<file path="src/pcq_pkg.sv">
// Shared constants and types for the pipeline command queue
package pcq_pkg;
   localparam int WORD_W        = 24;
   localparam int SET_WORDS     = 4;
   localparam int QUEUE_ENTRIES = 64;
   localparam int SET_DEPTH     = QUEUE_ENTRIES / SET_WORDS;
   localparam int CODE_W        = 8;
   localparam int ADDR_W        = 16;
   localparam int CLK_PERIOD_NS = 5;
   localparam int PAC_TIME_NS   = 1920;
   localparam int PAC_CYCLES    = (PAC_TIME_NS + CLK_PERIOD_NS - 1) / CLK_PERIOD_NS;
   localparam int PAC_READS     = 8;
   localparam int PAC_OUTPUTS   = 4;
   localparam int NEAR_FULL_FREE = 4;
   localparam logic [1:0] PARTIAL_RST = 2'h0;

   typedef struct packed {
      logic [WORD_W-1:0] lenWord;
      logic [WORD_W-1:0] dstWord;
      logic [WORD_W-1:0] srcWord;
      logic [WORD_W-1:0] cmdWord;
   } pcq_set_t;

   typedef struct packed {
      logic [CODE_W-1:0] code;
      logic [ADDR_W-1:0] srcAddr;
      logic [ADDR_W-1:0] dstAddr;
   } pcq_dec_t;

   typedef enum logic [1:0] {
      PCQ_IDLE   = 2'h0,
      PCQ_DECODE = 2'h1,
      PCQ_RUN    = 2'h3
   } pcq_state_t;
endpackage

</file>
<file path="src/pcq_top.sv">
// Pipeline command queue: set FIFO, clock gating and pipeline command sequencer
// Behaviour
// - The queue holds at most 64 entries of 24 bits each.
// - Four consecutive words form one instruction set, so 16 sets fit.
// - Sets leave the queue through its own read pointer in arrival order.
// - Near full, the control processor clock is halted while the pipeline keeps draining.
// - Once drained below the threshold the control processor clock resumes.
// - With the queue empty and no command running the pipeline clock is stopped until a set arrives.
// - Each popped set is decoded into a command code and starting addresses.
// - Each command lasts 1.92 us and repeats until the whole block is covered.
// - The input address advances after every access until the block is done.
// - The pipeline runs on its own once a set is queued, reading and writing memory.
// - The command field selects one of up to 256 commands.
`timescale 1ns/10ps

// ****************************************
// Set FIFO
// ****************************************
module pcq_fifo #(
   parameter int WIDTH = 96,
   parameter int DEPTH = 16
) (
   input  wire logic                     core_clk,
   input  wire logic                     reset,
   input  wire logic                     inValid,
   output logic                          inReady,
   input  wire logic [WIDTH-1:0]         inData,
   output logic                          outValid,
   input  wire logic                     outReady,
   output logic [WIDTH-1:0]              outData,
   output logic [$clog2(DEPTH+1)-1:0]    count
);
   localparam int PW = $clog2(DEPTH);
   localparam int CW = $clog2(DEPTH+1);
   logic [WIDTH-1:0] mem [DEPTH];
   logic [PW-1:0]    wrPtr_q;
   logic [PW-1:0]    wrPtr_d;
   logic [PW-1:0]    rdPtr_q;
   logic [PW-1:0]    rdPtr_d;
   logic [CW-1:0]    count_q;
   logic [CW-1:0]    count_d;
   logic             push;
   logic             pop;
   assign inReady  = (count_q != CW'(DEPTH));
   assign outValid = (count_q != '0);
   assign outData  = mem[rdPtr_q];
   assign count    = count_q;
   assign push     = inValid && inReady;
   assign pop      = outValid && outReady;
   always_comb begin
      wrPtr_d = push ? PW'(wrPtr_q + 1'b1) : wrPtr_q;
      rdPtr_d = pop ? PW'(rdPtr_q + 1'b1) : rdPtr_q;
      count_d = count_q;
      if (push && !pop) begin
         count_d = CW'(count_q + 1'b1);
      end else if (pop && !push) begin
         count_d = CW'(count_q - 1'b1);
      end
   end
   always_ff @(posedge core_clk) begin
      if (reset) begin
         wrPtr_q <= '0;
         rdPtr_q <= '0;
         count_q <= '0;
      end else begin
         wrPtr_q <= wrPtr_d;
         rdPtr_q <= rdPtr_d;
         count_q <= count_d;
      end
   end
   always_ff @(posedge core_clk) begin
      if (push) begin
         mem[wrPtr_q] <= inData;
      end
   end
endmodule
// ****************************************
// Queue top
// ****************************************
module pcq_top import pcq_pkg::*; (
   input  wire logic              core_clk,
   input  wire logic              reset,
   input  wire logic              wrValid,
   output logic                   wrReady,
   input  wire logic [WORD_W-1:0] wrWord,
   output logic                   cpClkEn,
   output logic                   paClkEn,
   output logic                   paBusy,
   output pcq_dec_t               paCmd,
   output logic                   rdStrobe,
   output logic [ADDR_W-1:0]      rdAddr,
   output logic                   wrStrobe,
   output logic [ADDR_W-1:0]      wrAddr
);
   localparam int CNT_W = $clog2(SET_DEPTH+1);
   localparam int CYC_W = $clog2(PAC_CYCLES);
   localparam int ENT_W = $clog2(QUEUE_ENTRIES+1);
   // ****************************************
   // Set assembly
   // ****************************************
   logic [1:0]             partial_q;
   logic [1:0]             partial_d;
   logic [3*WORD_W-1:0]    hold_q;
   logic [3*WORD_W-1:0]    hold_d;
   logic                   wrAccept;
   logic                   setPush;
   logic                   setReady;
   logic                   setValid;
   logic                   setPop;
   pcq_set_t               setIn;
   pcq_set_t               setOut;
   logic [CNT_W-1:0]       setCount;
   logic [ENT_W-1:0]       entries;
   logic                   nearFull;
   assign setIn    = {wrWord, hold_q};
   assign setPush  = wrAccept && (partial_q == 2'h3);
   assign wrReady  = (partial_q != 2'h3) || setReady;
   assign wrAccept = wrValid && wrReady;
   assign entries  = ENT_W'({setCount, 2'h0}) + ENT_W'(partial_q);
   assign nearFull = entries > ENT_W'(QUEUE_ENTRIES - NEAR_FULL_FREE);
   assign cpClkEn  = !nearFull;
   always_comb begin
      partial_d = partial_q;
      hold_d    = hold_q;
      if (wrAccept) begin
         partial_d = 2'(partial_q + 1'b1);
         hold_d    = {wrWord, hold_q[3*WORD_W-1:WORD_W]};
      end
   end
   always_ff @(posedge core_clk) begin
      if (reset) begin
         partial_q <= PARTIAL_RST;
         hold_q    <= '0;
      end else begin
         partial_q <= partial_d;
         hold_q    <= hold_d;
      end
   end
   pcq_fifo #(
      .WIDTH ($bits(pcq_set_t)),
      .DEPTH (SET_DEPTH)
   ) u_fifo (
      .core_clk (core_clk),
      .reset    (reset),
      .inValid  (setPush),
      .inReady  (setReady),
      .inData   (setIn),
      .outValid (setValid),
      .outReady (setPop),
      .outData  (setOut),
      .count    (setCount)
   );
   // ****************************************
   // Pipeline sequencer
   // ****************************************
   pcq_state_t        st_q;
   pcq_state_t        st_d;
   pcq_dec_t          cmd_q;
   pcq_dec_t          cmd_d;
   logic [ADDR_W-1:0] remain_q;
   logic [ADDR_W-1:0] remain_d;
   logic [CYC_W-1:0]  cyc_q;
   logic [CYC_W-1:0]  cyc_d;
   logic [3:0]        beat_q;
   logic [3:0]        beat_d;
   logic              rdStrobe_q;
   logic              rdStrobe_d;
   logic [ADDR_W-1:0] rdAddr_q;
   logic [ADDR_W-1:0] rdAddr_d;
   logic              wrStrobe_q;
   logic              wrStrobe_d;
   logic [ADDR_W-1:0] wrAddr_q;
   logic [ADDR_W-1:0] wrAddr_d;
   assign setPop   = (st_q == PCQ_IDLE) && setValid;
   // A popped command is finished even if the queue runs dry meanwhile
   assign paClkEn  = (st_q != PCQ_IDLE) || setValid;
   assign paBusy   = (st_q != PCQ_IDLE);
   assign paCmd    = cmd_q;
   assign rdStrobe = rdStrobe_q;
   assign rdAddr   = rdAddr_q;
   assign wrStrobe = wrStrobe_q;
   assign wrAddr   = wrAddr_q;
   always_comb begin
      st_d       = st_q;
      cmd_d      = cmd_q;
      remain_d   = remain_q;
      cyc_d      = cyc_q;
      beat_d     = beat_q;
      rdStrobe_d = 1'b0;
      rdAddr_d   = rdAddr_q;
      wrStrobe_d = 1'b0;
      wrAddr_d   = wrAddr_q;
      unique case (st_q)
         PCQ_IDLE: begin
            if (setValid) begin
               cmd_d.code    = setOut.cmdWord[CODE_W-1:0];
               cmd_d.srcAddr = setOut.srcWord[ADDR_W-1:0];
               cmd_d.dstAddr = setOut.dstWord[ADDR_W-1:0];
               remain_d      = setOut.lenWord[ADDR_W-1:0];
               st_d          = PCQ_DECODE;
            end
         end
         PCQ_DECODE: begin
            cyc_d  = '0;
            beat_d = '0;
            st_d   = PCQ_RUN;
         end
         PCQ_RUN: begin
            cyc_d = CYC_W'(cyc_q + 1'b1);
            if ((beat_q < 4'(PAC_READS)) && (remain_q != '0)) begin
               rdStrobe_d    = 1'b1;
               rdAddr_d      = cmd_q.srcAddr;
               cmd_d.srcAddr = ADDR_W'(cmd_q.srcAddr + 1'b1);
               remain_d      = ADDR_W'(remain_q - 1'b1);
               beat_d        = 4'(beat_q + 1'b1);
            end
            if (cyc_q == CYC_W'(PAC_CYCLES - 1)) begin
               wrStrobe_d    = 1'b1;
               wrAddr_d      = cmd_q.dstAddr;
               cmd_d.dstAddr = ADDR_W'(cmd_q.dstAddr + ADDR_W'(PAC_OUTPUTS));
               cyc_d         = '0;
               beat_d        = '0;
               // Block covered: back to idle, otherwise the command repeats
               if (remain_d == '0) begin
                  st_d = PCQ_IDLE;
               end
            end
         end
         default: begin
            st_d = PCQ_IDLE;
         end
      endcase
   end
   always_ff @(posedge core_clk) begin
      if (reset) begin
         st_q       <= PCQ_IDLE;
         cmd_q      <= '0;
         remain_q   <= '0;
         cyc_q      <= '0;
         beat_q     <= '0;
         rdStrobe_q <= 1'b0;
         rdAddr_q   <= '0;
         wrStrobe_q <= 1'b0;
         wrAddr_q   <= '0;
      end else begin
         st_q       <= st_d;
         cmd_q      <= cmd_d;
         remain_q   <= remain_d;
         cyc_q      <= cyc_d;
         beat_q     <= beat_d;
         rdStrobe_q <= rdStrobe_d;
         rdAddr_q   <= rdAddr_d;
         wrStrobe_q <= wrStrobe_d;
         wrAddr_q   <= wrAddr_d;
      end
   end

   // ****************************************
   // Checks
   // ****************************************
   localparam int PacLo = 385;
   localparam int PacHi = 385;
endmodule

</file>
<file path="config.mk">
export PLATFORM = sky130hd
export DESIGN_NAME = pcq_top
export DESIGN_NICKNAME = d
export VERILOG_FILES = /design/src/pcq_pkg.sv /design/src/pcq_top.sv
export SDC_FILE = /design/constraint.sdc
export NUM_CORES = 1
export LEC_CHECK = 0
export BUFFER_PORTS_ARGS = -buffer_cell sky130_fd_sc_hd__buf_2
export CORE_MARGIN = 4
export CORE_UTILIZATION = 40
export DETAILED_ROUTE_END_ITERATION = 10
export SKIP_CTS_REPAIR_TIMING = 1
export SLEW_MARGIN = 10
export SYNTH_ARGS = -nofsm -noshare
export SYNTH_HDL_FRONTEND = slang
export SYNTH_SLANG_ARGS = --single-unit
</file>
<file path="constraint.sdc">
create_clock -name core_clk -period 7.64 [get_ports core_clk]
set_input_delay 0.382 -clock core_clk [delete_from_list [all_inputs] [get_ports core_clk]]
set_output_delay 0.382 -clock core_clk [all_outputs]
set_load 0.01 [all_outputs]
</file>
==> summary.md <==
| Metric | Value |
|---|---|
| Max Freq | 0.237 GHz |
| RSZ-0062 raised after global routing | false |
| Synth-to-Final Area Change | 13.6% |
| Number of failing hold endpoints at the final stage | 0 |
| Die Ht | 328 µm |
| Avg Cell Area, Syn | 18.2 µm² |
| Sink Count | 1060 |
| Design area | 46700 µm² |
| Clock-pin slew of the registers on the worst-case setup and hold paths | 0.06 ns |
| Initial Utilization | 40.3% |
| Mapped Cells | 2261 |
| Final WL | 100000 µm |
| R2r setup slk | 3.43 ns |
| Crit. End Element | flip-flop |
| Setup-failing EPs final | 0 |
| CTS tree | done |
| Die W | 328 µm |
| Highest metal used | met5 |
| Die area | 108000 µm² |
| Number of fill cells | 8683 |
| CTS max path bufs | 3 |
| DRC | 0 |
| Register area share after synthesis | 73.5% |
| Nets | 2420 |
| Synthesized area | 41100 µm² |
| Total CTS buffers | 102 |
| Worst-margin pin slew | 1.29 ns |
| Drt initial violations | 1991 |
| Critical Path RT | 8.21 ns |
| Vias in the first global route | 22000 |
| DR WL met2 | 49700 µm |
| Vias/cell | 5.67 |
| Worst VDD drop | 0.178 mV |
| Dpl cell area | 43200 µm² |
| Met1 wire length | 41800 µm |
| Total gr overflow | 0 |
| Final Skew | 0.0270 ns |
| Placer Congestion | 0.849 |
| Leakage power | 14.8 nW |
| Status | finished, final reports clean |
| Initial antenna violation count | 5 |
| Routed length per instance | 26.1 µm |
| Ys async rst share | 0% |
| Crit. Startpoint | u_fifo.count[0] |
| GRT Overall Usage | 18.4% |
| Slew headroom | 13.8% |
| Clk Latency, worst-skew pair | 0.67 ns |
| Core Region | 102000 µm² |
| Ys flop type | edfxtp_1 |
| Count leader, synth | edfxtp_1 |
| Post-synth top area share | 65.5% |
| Ports | 105 |
| Post-synthesis register bit count | 1060 |
| Reg-to-reg endpoint | u_fifo.count[4] |
| CP startpoint kind | flip-flop |
| DR vias | 21800 |
| YS warnings | 0 |
| Post-synth EDFFs | 896 |
| Worst endpoint data arrival time | 4.78 ns |
| Final critical-path required period | 4.21 ns |
| Worst R2R Start | u_fifo.count[0] |
| First-pass GRT wire length | 147000 µm |
| # port buffers | 96 |
| Top cells by area, synth | edfxtp_1, mux4_2, dfxtp_1 |
| Pre-antenna DRT Iters | 5 |
| Post-synth cell types | 60 |
| ANT nets after route | 0 |
| Syn Nets | 2306 |
| Slew Viols, Final | 0 |
| Reg2reg path depth | 14 |
| H-tree lvl count | 3 |
| Largest area contributor in the netlist | edfxtp_1 |
| Crit-path max FO | 35 |
| Tcrit/Tclk final | 55.1% |
| Synth cell count leaders | edfxtp_1, mux4_2, nand2_1 |
| Layout cells sized above 1 | 24.6% |
| Setup Total Neg Slack | 0 ns |
| Largest net degree at the start of global routing | 136 |
| Max_cap viols | 0 |
| Root Buffer | clkbuf_16 |
| CP endpoint | u_fifo.count[4] |
| WL met3 | 6600 µm |
| DP HPWL | 53000 µm |
| CP Class | reg -> reg |
| Hold Path Class | in -> reg |
| Row cnt | 117 |
| Pwr dens | 313 nW/µm² |
==> state kept, by name, summed over array words and instances (netlist names), 4 cells and up, named ones only <==
signal / cells
u_fifo.rdPtr_q: 4
remain_q: 16
paCmd: 40
rdAddr: 16
wrAddr: 16
u_fifo.wrPtr_q: 4
hold_q: 40
beat_q: 4
u_fifo.mem: 896
u_fifo.count: 5
cyc_q: 9
==> cell type report <==
cell class | instances | area (µm²) | share of cell area [%]
inverters | 16 | 60.1 | 0.129
repair buffers | 139 | 872 | 1.87
multi-input cells | 1056 | 10400 | 22.2
clock buffers | 139 | 2910 | 6.23
flip-flops and latches | 1060 | 30200 | 64.7
diodes | 2 | 5.00 | 0.0107
clock inverters | 54 | 541 | 1.16
well taps | 1368 | 1710 | 3.67
==> worst max-delay path, cell delays in order, from the launching register on <==
cell,delay [ns]
dfxtp_1,0.38
or4_1,0.53
nor2_1,0.49
nor2_4,0.03
buf_4,0.29
clkinv_1,0.09
buf_4,0.50
ha_1,0.30
inv_1,0.12
fa_1,0.43
a21o_1,0.18
a21oi_1,0.18
xnor2_1,0.09
or3_1,0.31
a21oi_1,0.17
==> kinds of logic (layout without fill, tap and decap cells) <==
family                   count (synthesis)  in the layout  synth area share (%)
other                                    0              2                     0
adder cells (fa/ha/maj)                 18             18                 0.567
buffers and inverters                  145            348                  1.58
AO/OA/AOI/OAI                          257            257                  3.75
XOR/XNOR                                14             14                 0.299
multiplexers                           297            297                  15.2
flip-flops                            1060           1060                  73.5
AND/OR/NAND/NOR                        470            470                  5.11
==> power by group <==
| part | total, mW | switching (mW) | internal [mW] |
|---|---|---|---|
| registers | 6.76 | 0.338 | 6.42 |
| logic | 2.73 | 1.54 | 1.20 |
| clock network | 5.13 | 2.13 | 3.00 |
| total | 14.6 | 4.00 | 10.6 |
==> stage by stage <==
stage / cells / util, % / hold WS [ns] / power (mW) / setup WS [ns]
final: 3834 / 45.8 / 0.108 / 14.6 / 3.43
after CTS: 3832 / 45.8 / 0.0595 / 14.7 / 3.40
after floorplan: 2261 / - / 0.453 / 8.75 / 2.06
after detailed placement: 3639 / 42.4 / 0.444 / 9.63 / 3.42
after global placement: 3639 / 42.4 / 0.435 / 9.57 / 3.44
after global routing: 3833 / 45.8 / 0.0979 / 15.2 / 3.22
==> metal layers <==
layer	GRT usage (%)	vias up
li1	-	9271
met1	25.1	11600
met2	31.2	772
met3	2.88	150
met4	4.82	2
met5	0	-
==> worst min path at each step <==
stage	start	to	slack [ns]	cells past startpoint
3_3_place_gp	wrAddr[8]	wrAddr[8]	0.44	2
6_report	wrWord[5]	hold_q[53]	0.11	3
5_1_grt	wrWord[6]	u_fifo.mem[7][78]	0.1	1
3_5_place_dp	rdAddr[1]	rdAddr[1]	0.44	2
4_1_cts	wrWord[9]	hold_q[57]	0.06	3
2_1_floorplan	partial_q[1]	partial_q[1]	0.45	2
==> cell usage in the layout, fill, tap and decap left out, types with 7 or more instances in the layout <==
master / synthesis / layout
edfxtp_1: 896 / 896
mux4_2: 260 / 260
nand2_1: 244 / 243
dfxtp_1: 164 / 160
a21oi_1: 133 / 133
clkbuf_16: 0 / 105
buf_2: 46 / 95
nor2_1: 92 / 79
buf_4: 10 / 38
o21ai_0: 33 / 32
nand3_1: 24 / 24
mux2i_1: 22 / 22
a31oi_1: 21 / 21
clkinv_2: 0 / 19
clkbuf_1: 54 / 19
clkinv_1: 2 / 17
ha_1: 17 / 17
mux2_2: 15 / 15
clkbuf_8: 0 / 15
inv_1: 14 / 14
nor3_1: 18 / 14
or3_1: 14 / 14
nor2_4: 0 / 13
a211oi_1: 11 / 11
a22oi_1: 11 / 11
nor4_1: 10 / 10
nand4_1: 10 / 10
and3_1: 10 / 10
o211ai_1: 10 / 10
bufinv_16: 0 / 10
a221oi_1: 9 / 9
and2_1: 9 / 8
nor2b_1: 8 / 8
xor2_1: 7 / 7
xnor2_1: 7 / 7
No activity file was read; power rests on OpenSTA's default activity.
